$ cat src/ulm_pkg.sv
package ulm_pkg;

   // ==========================================================
   // register word indexes on the avalon port
   localparam logic [2:0] OFS_LINE_CONTROL  = 3'h0;
   localparam logic [2:0] OFS_MODEM_CONTROL = 3'h1;
   localparam logic [2:0] OFS_LINE_STATUS   = 3'h2;
   localparam logic [2:0] OFS_MODEM_STATUS  = 3'h3;
   localparam logic [2:0] OFS_AUX_CONTROL   = 3'h4;

   // ==========================================================
   // line control fields
   localparam int LC_PARITY_EN  = 3;
   localparam int LC_PARITY_SEL = 4;
   localparam int LC_PARITY_FRC = 5;
   localparam int LC_BREAK      = 6;
   localparam int LC_DIVISOR    = 7;

   // ==========================================================
   // modem output control fields
   localparam int MC_DTR      = 0;
   localparam int MC_RTS      = 1;
   localparam int MC_AUX1     = 2;
   localparam int MC_AUX2     = 3;
   localparam int MC_LOOP     = 4;
   localparam int MC_XON_ANY  = 5;
   localparam int MC_IR       = 6;
   localparam int MC_PRESCALE = 7;
   localparam int MC_ENH_LO   = 5;

   // ==========================================================
   // aux control fields
   localparam int AUX_ENHANCED = 0;
   localparam int AUX_MS_IRQ   = 1;

   // ==========================================================
   // reset values and sizes
   localparam logic [7:0] LINE_CONTROL_RST  = 8'h00;
   localparam logic [7:0] MODEM_CONTROL_RST = 8'h00;
   localparam logic [1:0] AUX_CONTROL_RST   = 2'h0;
   localparam logic [5:0] PIN_IDLE          = 6'h1f;
   localparam int         NUM_PINS          = 6;
   localparam int         RX_DEPTH          = 32;
   localparam int         PTR_W             = 5;
   localparam logic [1:0] PRESCALE_LAST     = 2'h3;

   // synchronised pin indexes
   localparam int PIN_CTS  = 0;
   localparam int PIN_DSR  = 1;
   localparam int PIN_RI   = 2;
   localparam int PIN_CD   = 3;
   localparam int PIN_RX   = 4;
   localparam int PIN_IRRX = 5;

   typedef logic [7:0] ulm_byte_t;

endpackage

$ cat src/ulm_parity_if.sv
`timescale 1ns/1ps
`default_nettype none

interface ulm_parity_if;
   logic       enable;
   logic       even;
   logic       forced;
   logic [7:0] txData;
   logic       txBit;
   logic [7:0] rxData;
   logic       rxBit;
   logic       rxError;

   modport ctrl (output enable, even, forced, txData, rxData, rxBit,
                 input txBit, rxError);
   modport gen  (input enable, even, forced, txData, rxData, rxBit,
                 output txBit, rxError);
endinterface

`default_nettype wire

$ cat src/ulm_parity_gen.sv
`timescale 1ns/1ps
`default_nettype none

module ulm_parity_gen
(
   input  wire logic core_clk,
   input  wire logic reset,
   ulm_parity_if.gen par
);
   import ulm_pkg::*;

   // ==========================================================
   // parity bit selection
   function automatic logic parity_of(input ulm_byte_t d, input logic even,
                                      input logic forced);
      parity_of = forced ? ~even : (even ? ^d : ~^d);
   endfunction

   wire logic txNext;
   wire logic rxExpect;
   logic      txBit_reg;

   assign txNext      = parity_of(par.txData, par.even, par.forced);
   assign rxExpect    = parity_of(par.rxData, par.even, par.forced);
   assign par.txBit   = txBit_reg;
   assign par.rxError = par.enable & (rxExpect != par.rxBit);

   always_ff @(posedge core_clk or posedge reset)
   begin
      if (reset)
         txBit_reg <= 1'b0;
      else
         txBit_reg <= txNext;
   end
endmodule

`default_nettype wire

$ cat src/ulm_line_modem_control.sv
// Function
// - odd, even, forced one or zero parity
// - break bit holds transmit output low unless loopback or infrared
// - line-control bit 7 selects divisor registers
// - modem bit 0 drives terminal-ready low
// - modem bit 1 drives request-to-send low unless autoRtsEnable
// - bit 2 sets infrared receive polarity
// - loopback routes bit 2 to ring status
// - bit 3 enables interrupts, spare two low
// - bit 4 enables internal local loopback
// - xon-any resumes transmitter on any character
// - bits 5-7 writable only with enhanced enable
// - bit 6 routes data through infrared codec while enhanced, not loopback
// - bit 7 divides baud clock by four
// - status bit 0 means received data waiting
// - full fifo sets overrun, drops character
// - per-character parity and framing tags shown
// - break tag, only one break character loaded
// - status bit 5 shows transmit holding empty
// - status bit 6 shows transmitter fully idle
// - status bit 7 while any tagged character
// - change flags on clear, ready, carrier
// - ring flag on low-to-high ring input
// - upper status bits show inputs or loopback
//
// Our own choices: the register offsets and register access over Avalon-MM.
`timescale 1ns/1ps
`default_nettype none

module ulm_line_modem_control
(
   input  wire logic               core_clk,
   input  wire logic               reset,
   input  wire logic [2:0]         avs_address,
   input  wire logic               avs_read,
   input  wire logic               avs_write,
   input  wire logic [31:0]        avs_writedata,
   input  wire logic [3:0]         avs_byteenable,
   output logic      [31:0]        avs_readdata,
   output logic                    avs_waitrequest,
   input  wire logic               txSerialIn,
   output logic                    txPin,
   output logic                    irTxPin,
   input  wire logic               rxPin,
   input  wire logic               irRxPin,
   output logic                    rxSerialOut,
   input  wire logic               clearToSendIn_n,
   input  wire logic               dataSetReadyIn_n,
   input  wire logic               ringIndicatorIn_n,
   input  wire logic               carrierDetectIn_n,
   output logic                    terminalReadyOut_n,
   output logic                    requestToSendOut_n,
   output logic                    spareOutputOne_n,
   output logic                    spareOutputTwo_n,
   input  wire logic               autoRtsEnable,
   input  wire logic               autoRtsLevel_n,
   output logic                    interruptOutEnable,
   output logic                    modemStatusIrq,
   output logic                    baudClockTick,
   output logic                    divisorSelect,
   input  wire ulm_pkg::ulm_byte_t txParityData,
   output logic                    txParityBit,
   output logic                    parityEnable,
   input  wire logic               rxCharValid,
   input  wire ulm_pkg::ulm_byte_t rxCharData,
   input  wire logic               rxCharParity,
   input  wire logic               rxCharFraming,
   input  wire logic               rxCharBreak,
   input  wire logic               rxIsFlowChar,
   input  wire logic               softFlowActive,
   input  wire logic               rxPop,
   output logic                    txResume,
   input  wire logic               txHoldEmpty,
   input  wire logic               txShiftEmpty
);
   import ulm_pkg::*;

   // ==========================================================
   // bus slave: one wait cycle, read sampled and cleared on entry
   logic       ack_reg;
   logic [7:0] lineControl_reg;
   logic [7:0] modemControl_reg;
   logic [1:0] auxControl_reg;
   logic [7:0] readByte_reg;

   wire logic request    = avs_read | avs_write;
   wire logic readTake   = avs_read & ~ack_reg;
   wire logic writeTake  = avs_write & ack_reg & avs_byteenable[0];
   wire logic wrLine     = writeTake & (avs_address == OFS_LINE_CONTROL);
   wire logic wrModem    = writeTake & (avs_address == OFS_MODEM_CONTROL);
   wire logic wrAux      = writeTake & (avs_address == OFS_AUX_CONTROL);
   wire logic rdLineStat = readTake & (avs_address == OFS_LINE_STATUS);
   wire logic rdModemSt  = readTake & (avs_address == OFS_MODEM_STATUS);
   wire logic enhanced   = auxControl_reg[AUX_ENHANCED];
   wire logic loopback   = modemControl_reg[MC_LOOP];
   wire logic irActive   = modemControl_reg[MC_IR] & enhanced;

   assign avs_waitrequest = request & ~ack_reg;
   assign avs_readdata    = {24'h000000, readByte_reg};

   // ==========================================================
   // control registers
   wire logic [7:0] modemWrite = avs_writedata[7:0];
   wire logic [7:0] modemNext  = enhanced ? modemWrite :
      {modemControl_reg[7:MC_ENH_LO], modemWrite[MC_ENH_LO-1:0]};

   always_ff @(posedge core_clk or posedge reset)
   begin
      if (reset)
      begin
         ack_reg          <= 1'b0;
         lineControl_reg  <= LINE_CONTROL_RST;
         modemControl_reg <= MODEM_CONTROL_RST;
         auxControl_reg   <= AUX_CONTROL_RST;
      end
      else
      begin
         ack_reg <= request & ~ack_reg;
         if (wrLine)
            lineControl_reg <= avs_writedata[7:0];
         if (wrModem)
            modemControl_reg <= modemNext;
         if (wrAux)
            auxControl_reg <= avs_writedata[1:0];
      end
   end

   // ==========================================================
   // pin synchronisers, a change counts once ff2 and ff3 agree
   wire logic [5:0] pinRaw = {irRxPin, rxPin, carrierDetectIn_n, ringIndicatorIn_n,
                              dataSetReadyIn_n, clearToSendIn_n};
   logic [5:0] pinStable;

   genvar gi;
   generate
      for (gi = 0; gi < NUM_PINS; gi++)
      begin : g_sync
         logic [2:0] chain_reg;
         always_ff @(posedge core_clk or posedge reset)
         begin
            if (reset)
            begin
               chain_reg     <= {3{PIN_IDLE[gi]}};
               pinStable[gi] <= PIN_IDLE[gi];
            end
            else
            begin
               chain_reg <= {chain_reg[1:0], pinRaw[gi]};
               if (chain_reg[1] == chain_reg[2])
                  pinStable[gi] <= chain_reg[2];
            end
         end
      end
   endgenerate

   // ==========================================================
   // serial path: break, infrared, loopback
   wire logic txLine    = txSerialIn & ~lineControl_reg[LC_BREAK];
   wire logic irDecoded = modemControl_reg[MC_AUX1] ? pinStable[PIN_IRRX]
                                                    : ~pinStable[PIN_IRRX];
   logic txPin_reg;
   logic irTxPin_reg;
   logic rxOut_reg;

   always_ff @(posedge core_clk or posedge reset)
   begin
      if (reset)
      begin
         txPin_reg   <= 1'b1;
         irTxPin_reg <= 1'b0;
         rxOut_reg   <= 1'b1;
      end
      else
      begin
         txPin_reg   <= (loopback | irActive) ? 1'b1 : txLine;
         irTxPin_reg <= irActive & ~loopback & ~txLine;
         rxOut_reg   <= loopback ? txLine :
                        irActive ? irDecoded : pinStable[PIN_RX];
      end
   end

   assign txPin       = txPin_reg;
   assign irTxPin     = irTxPin_reg;
   assign rxSerialOut = rxOut_reg;

   // ==========================================================
   // modem outputs and baud prescaler
   assign terminalReadyOut_n = ~modemControl_reg[MC_DTR];
   assign requestToSendOut_n = autoRtsEnable ? autoRtsLevel_n
                                             : ~modemControl_reg[MC_RTS];
   assign spareOutputOne_n   = ~modemControl_reg[MC_AUX1];
   assign spareOutputTwo_n   = ~modemControl_reg[MC_AUX2];
   assign interruptOutEnable = modemControl_reg[MC_AUX2];
   assign divisorSelect      = lineControl_reg[LC_DIVISOR];
   assign parityEnable       = lineControl_reg[LC_PARITY_EN];

   logic [1:0] prescale_reg;
   logic       tick_reg;
   always_ff @(posedge core_clk or posedge reset)
   begin
      if (reset)
      begin
         prescale_reg <= 2'h0;
         tick_reg     <= 1'b0;
      end
      else
      begin
         prescale_reg <= prescale_reg + 2'h1;
         tick_reg     <= ~modemControl_reg[MC_PRESCALE] |
                         (prescale_reg == PRESCALE_LAST);
      end
   end
   assign baudClockTick = tick_reg;

   // ==========================================================
   // parity generator
   ulm_parity_if par ();
   assign par.enable = lineControl_reg[LC_PARITY_EN];
   assign par.even   = lineControl_reg[LC_PARITY_SEL];
   assign par.forced = lineControl_reg[LC_PARITY_FRC];
   assign par.txData = txParityData;
   assign par.rxData = rxCharData;
   assign par.rxBit  = rxCharParity;
   assign txParityBit = par.txBit;

   ulm_parity_gen u_parity (
      .core_clk (core_clk),
      .reset    (reset),
      .par      (par)
   );

   // ==========================================================
   // receive tag queue; data itself lives in the receive fifo
   logic [2:0]       tagMem [RX_DEPTH];
   logic [PTR_W-1:0] wrPtr_reg;
   logic [PTR_W-1:0] rdPtr_reg;
   logic [PTR_W:0]   count_reg;
   logic [PTR_W:0]   errCount_reg;
   logic             overrun_reg;
   logic             breakHeld_reg;
   logic             resume_reg;

   wire logic       rxFull    = count_reg == RX_DEPTH[PTR_W:0];
   wire logic       rxAny     = count_reg != '0;
   wire logic [2:0] newTag    = {rxCharBreak, rxCharFraming, par.rxError};
   wire logic       dropFlow  = rxIsFlowChar & softFlowActive;
   wire logic       dropBreak = rxCharBreak & breakHeld_reg;
   wire logic       pushTry   = rxCharValid & ~dropFlow & ~dropBreak;
   wire logic       push      = pushTry & ~rxFull;
   wire logic       pop       = rxPop & rxAny;
   wire logic [2:0] headTag   = rxAny ? tagMem[rdPtr_reg] : 3'h0;
   wire logic       pushErr   = push & (newTag != 3'h0);
   wire logic       popErr    = pop & (headTag != 3'h0);

   always_ff @(posedge core_clk)
   begin
      if (push)
         tagMem[wrPtr_reg] <= newTag;
   end

   always_ff @(posedge core_clk or posedge reset)
   begin
      if (reset)
      begin
         wrPtr_reg     <= '0;
         rdPtr_reg     <= '0;
         count_reg     <= '0;
         errCount_reg  <= '0;
         overrun_reg   <= 1'b0;
         breakHeld_reg <= 1'b0;
         resume_reg    <= 1'b0;
      end
      else
      begin
         if (push)
            wrPtr_reg <= wrPtr_reg + 1'b1;
         if (pop)
            rdPtr_reg <= rdPtr_reg + 1'b1;
         count_reg    <= count_reg + {{PTR_W{1'b0}}, push} - {{PTR_W{1'b0}}, pop};
         errCount_reg <= errCount_reg + {{PTR_W{1'b0}}, pushErr}
                         - {{PTR_W{1'b0}}, popErr};
         // a new overrun wins over the clearing status read
         overrun_reg  <= (pushTry & rxFull) | (overrun_reg & ~rdLineStat);
         // line must go back high before another break is loaded
         breakHeld_reg <= (push & rxCharBreak) |
                          (breakHeld_reg & ~rxOut_reg);
         resume_reg   <= rxCharValid & modemControl_reg[MC_XON_ANY];
      end
   end
   assign txResume = resume_reg;

   wire logic [7:0] lineStatus = {errCount_reg != '0,
                                  txHoldEmpty & txShiftEmpty,
                                  txHoldEmpty,
                                  headTag,
                                  overrun_reg,
                                  rxAny};

   // ==========================================================
   // modem status
   wire logic [3:0] loopStat = {modemControl_reg[MC_AUX2], modemControl_reg[MC_AUX1],
                                modemControl_reg[MC_DTR], modemControl_reg[MC_RTS]};
   wire logic [3:0] pinStat  = ~pinStable[PIN_CD:PIN_CTS];
   wire logic [3:0] statNow  = loopback ? loopStat : pinStat;
   logic [3:0] statPrev_reg;
   logic [3:0] delta_reg;

   wire logic [3:0] change = {statNow[3] ^ statPrev_reg[3],
                              statPrev_reg[2] & ~statNow[2],
                              statNow[1:0] ^ statPrev_reg[1:0]};

   always_ff @(posedge core_clk or posedge reset)
   begin
      if (reset)
      begin
         statPrev_reg <= 4'h0;
         delta_reg    <= 4'h0;
      end
      else
      begin
         statPrev_reg <= statNow;
         // a change in the reading cycle survives the clear
         delta_reg    <= change | (delta_reg & {4{~rdModemSt}});
      end
   end

   assign modemStatusIrq = (delta_reg != 4'h0) & auxControl_reg[AUX_MS_IRQ];

   // ==========================================================
   // read data, registered at request entry
   wire logic [7:0] readMux =
      (avs_address == OFS_LINE_CONTROL)  ? lineControl_reg :
      (avs_address == OFS_MODEM_CONTROL) ? modemControl_reg :
      (avs_address == OFS_LINE_STATUS)   ? lineStatus :
      (avs_address == OFS_MODEM_STATUS)  ? {statNow, delta_reg} :
      (avs_address == OFS_AUX_CONTROL)   ? {6'h00, auxControl_reg} : 8'h00;

   always_ff @(posedge core_clk or posedge reset)
   begin
      if (reset)
         readByte_reg <= 8'h00;
      else if (readTake)
         readByte_reg <= readMux;
   end
endmodule

`default_nettype wire

$ cat config.mk
export PLATFORM = sky130hd
export DESIGN_NAME = ulm_line_modem_control
export DESIGN_NICKNAME = d
export VERILOG_FILES = /design/src/ulm_pkg.sv /design/src/ulm_parity_if.sv /design/src/ulm_parity_gen.sv /design/src/ulm_line_modem_control.sv
export SDC_FILE = /design/constraint.sdc
export NUM_CORES = 1
export LEC_CHECK = 0
export ABC_CLOCK_PERIOD_IN_PS = 4200
export BUFFER_PORTS_ARGS = -buffer_cell sky130_fd_sc_hd__buf_2
export CORE_MARGIN = 5
export CORE_UTILIZATION = 50
export DETAILED_ROUTE_END_ITERATION = 6
export HOLD_SLACK_MARGIN = 0.1
export PLACE_DENSITY_LB_ADDON = 0.3
export SETUP_SLACK_MARGIN = 0.5
export SYNTH_ARGS = -nofsm -noshare
export SYNTH_HDL_FRONTEND = slang
export SYNTH_SLANG_ARGS = --single-unit
$ cat constraint.sdc
create_clock -name core_clk -period 4.2 [get_ports core_clk]
set_input_delay 0 -clock core_clk [delete_from_list [all_inputs] [get_ports core_clk]]
set_output_delay 0 -clock core_clk [all_outputs]
set_load 0.03 [all_outputs]
==> reports/results.txt <==
outcome: complete, no violations
worst-margin pin slew: 0.712 ns
Post-Synth Adder-Cell Area: 0.0473
arrival time at the worst endpoint: 3.84 ns
Crit path largest cell delay: 0.54 ns
Core ar.: 16000 µm²
Slew Limit Fails: 0
GR Layer Usage met2: 0.294
die area: 19100 µm²
routed via count: 4709
Detailed Routing Iterations Pass 1: 4
maximum fanout along the worst path: 14
fin nets: 766
Final Instance Count excl. Fillers: 893
vias in the first global route: 4939
power density cells: 604 nW/µm²
clk_skew: 0.0114 ns
Mapped Cells: 564
Post-Syn Area: 8200 µm²
crit path capture type: flip-flop
Max-slew headroom: 0.525
worst reg2reg path depth: 15
Seq pwr share: 0.421
Synth Area in Simple Gates: 0.0621
setup TNS: 0 ns
max FFs per register: 96
P&R area growth vs syn: 16.6%
RSZ-0062 raised after global routing: false
area share of the largest cell type after synthesis: 0.352
H-tree levels: 4
CTS tree: done
CP bufs+invs: 4
Critical Path Slowest Stage Cell: mux4_2
IO Pins: 124
Post-synth ARST share: 0.487
Die W: 138 µm
DR DRC count: 0
register area share after synthesis: 0.633
fmax: 285 MHz
# diodes: 0
Cell Chain, Critical Path: buf_12, mux4_2, mux4_2, mux2i_1, a31oi_1, ha_1, inv_1, ha_1, inv_1, fa_1, inv_1, a21oi_1, nor2_1, nor2_1, xnor2_1
Crit path max-delay family: multiplexers
site row count: 46
Cell variety after synth: 46
Initial Util: 0.512
number of enable flip-flop cells after synthesis: 96
GPL Wtd Cong: 0.832
largest net degree at the start of global routing: 59
multi-input logic area: 2670 µm²
grt peak-use layer: met2
most frequent CP cell: inv_1
area leader, netlist: edfxtp_1
clock latency on the worst-skew pair: 0.43 ns
HP Class: in -> reg
DP HPWL: 11100 µm
initial antenna violation count: 0
worst-case vdd ir drop: 0.324 mV
vias per cell: 5.27
commonest non-fill, non-tap cell in the layout: edfxtp_1
largest family of logic cells by synthesized area: multiplexers
sw frac: 0.326
Synth area leaders: edfxtp_1 35%, dfrtp_1 21%, mux4_2 9.3%
IO Port Bufs: 72
most frequent cells in the layout: 96 x edfxtp_1, 72 x buf_2, 68 x dfrtp_1
final hold viol count: 0
WL/cell: 18.0 µm
period utilization: 0.836
Fillers: 1246
Yosys warning count: 0
P_sw: 0.00188 W
cts bufs inserted: 17
complex-gate fraction of the synthesized area: 0.0363
met1 GRT Util: 0.225
Post-Route WL: 16100 µm
Max-cap violations: 0
Crit. path cell count: 15
clk buf depth: 2
Die H: 138 µm
Worst Hold Depth: 4
share of cells above drive strength 1: 0.279
clock power share: 0.272
#FFs+latches synth: 187
CTS root buffer: clkbuf_16
ys flop type: edfxtp_1
dpl cells: 834
Comb pwr share: 0.307
DRT iter0 DRCs: 128
Sequential Area: 5190 µm²
Setup CP Type: reg -> reg
Crit path required time: 4.52 ns
first-pass GRT wire length: 26400 µm
hold slack: 0.117 ns
Final Critical Period: 3.51 ns
leakage power: 3.85 nW
Post-Synth XOR/XNOR Area: 0.0374
cell internal pwr: 0.00389 W
# clock sinks: 187
Clock Pin Slew Worst Setup and Hold Paths: 0.07 ns
Post-Syn Area per Cell: 14.5 µm²
final setup vio count: 0
GRT overflow: 0
Routed Antenna Nets: 0
Critical Path Start Type: flip-flop
mux share of post-synthesis cell area: 0.132
GRT Overall Usage: 0.175
met3 usage: 0.0393
stage by stage:
| stage | util | worst slack, ns | cell area, µm² | power [W] |
|---|---|---|---|---|
| global placement | 0.543 | 0.693 | 8690 | 0.00411 |
| global route | 0.597 | 0.544 | 9560 | 0.00612 |
| finish | 0.597 | 0.689 | 9560 | 0.00577 |
| detailed placement | 0.543 | 0.678 | 8690 | 0.00419 |
| floorplan | - | 0.918 | 8280 | 0.00378 |
| CTS | 0.596 | 0.631 | 9530 | 0.00579 |
worst reg2reg max path, cell delays in order (launching register included):
cell and delay, ns:
dfrtp_2 0.42, buf_12 0.20, mux4_2 0.55, mux4_2 0.50, mux2i_1 0.24, a31oi_1 0.14, ha_1 0.32, inv_1 0.06
ha_1 0.15, inv_1 0.05, fa_1 0.39, inv_1 0.08, a21oi_1 0.06, nor2_1 0.09, nor2_1 0.06, xnor2_1 0.11
kinds of logic (layout without fill, tap and decap cells):
logic type      count (synthesis)  in the layout
xor+xnor                       35             35
flops                         187            187
mux                            63             63
simple gates                  115            115
fa+ha+maj                      31             31
other cells                     1             24
compound gates                 49             49
buf+inv                        83            173
final cells by class:
cell class / instances / area share
Multi-Input combinational cell: 317 / 0.280
Clock buffer: 17 / 0.0445
Inverter: 36 / 0.0144
Timing Repair Buffer: 105 / 0.0736
Sequential cell: 187 / 0.543
Clock inverter: 15 / 0.0165
Tap cell: 216 / 0.0283
synth_stat cells (all sizes together), types with 11 or more instances:
library cell and count:
clkbuf 17, nor2 51, mux2i 11, edfxtp 96, dfstp 22, xnor2 29, inv 36, buf 30
nand2 34, dfrtp 69, a21oi 15, o21ai 16, mux4 34, mux2 18, ha 23
routing by layer:
metal  wire length (µm)  share of wire
met1               6940           0.43
met2               8070           0.50
met3                785          0.049
met4                292          0.018
met5                  0              0
power groups by stage:
| stage | sequential [W] | clock [W] | combinational [W] |
|---|---|---|---|
| after global routing | 0.00247 | 0.00168 | 0.00197 |
| after floorplan | 0.00240 | 0 | 0.00138 |
| after CTS | 0.00243 | 0.00160 | 0.00176 |
| after detailed placement | 0.00246 | 0 | 0.00173 |
| final | 0.00243 | 0.00157 | 0.00177 |
| after global placement | 0.00245 | 0 | 0.00166 |
repair_timing:
action                                  CTS  global route
endpoints found under the hold margin    99             0
hold buffers                             26             0
resized for setup                         0             1
endpoints found under the setup margin    0             2
setup buffers                             0             0
final timing paths:
| check | from | endpoint | slack [ns] |
|---|---|---|---|
| setup / recovery | rdPtr_reg[0]$_DFFE_PP0P_ | errCount_reg[4]$_DFF_PP0_ | 0.69 |
| hold / removal | txShiftEmpty | readByte_reg[6]$_DFFE_PP0P_ | 0.12 |
| min in group asynchronous | reset | count_reg[3]$_DFF_PP0_ | 0.13 |
| max in group asynchronous | reset | rdPtr_reg[0]$_DFFE_PP0P_ | 2.95 |
| hold reg to reg | g_sync[5].chain_reg[0]$_DFF_PP0_ | g_sync[5].chain_reg[1]$_DFF_PP0_ | 0.36 |
| setup reg to reg | rdPtr_reg[0]$_DFFE_PP0P_ | errCount_reg[4]$_DFF_PP0_ | 0.69 |
(Power assumes the default switching activity.)
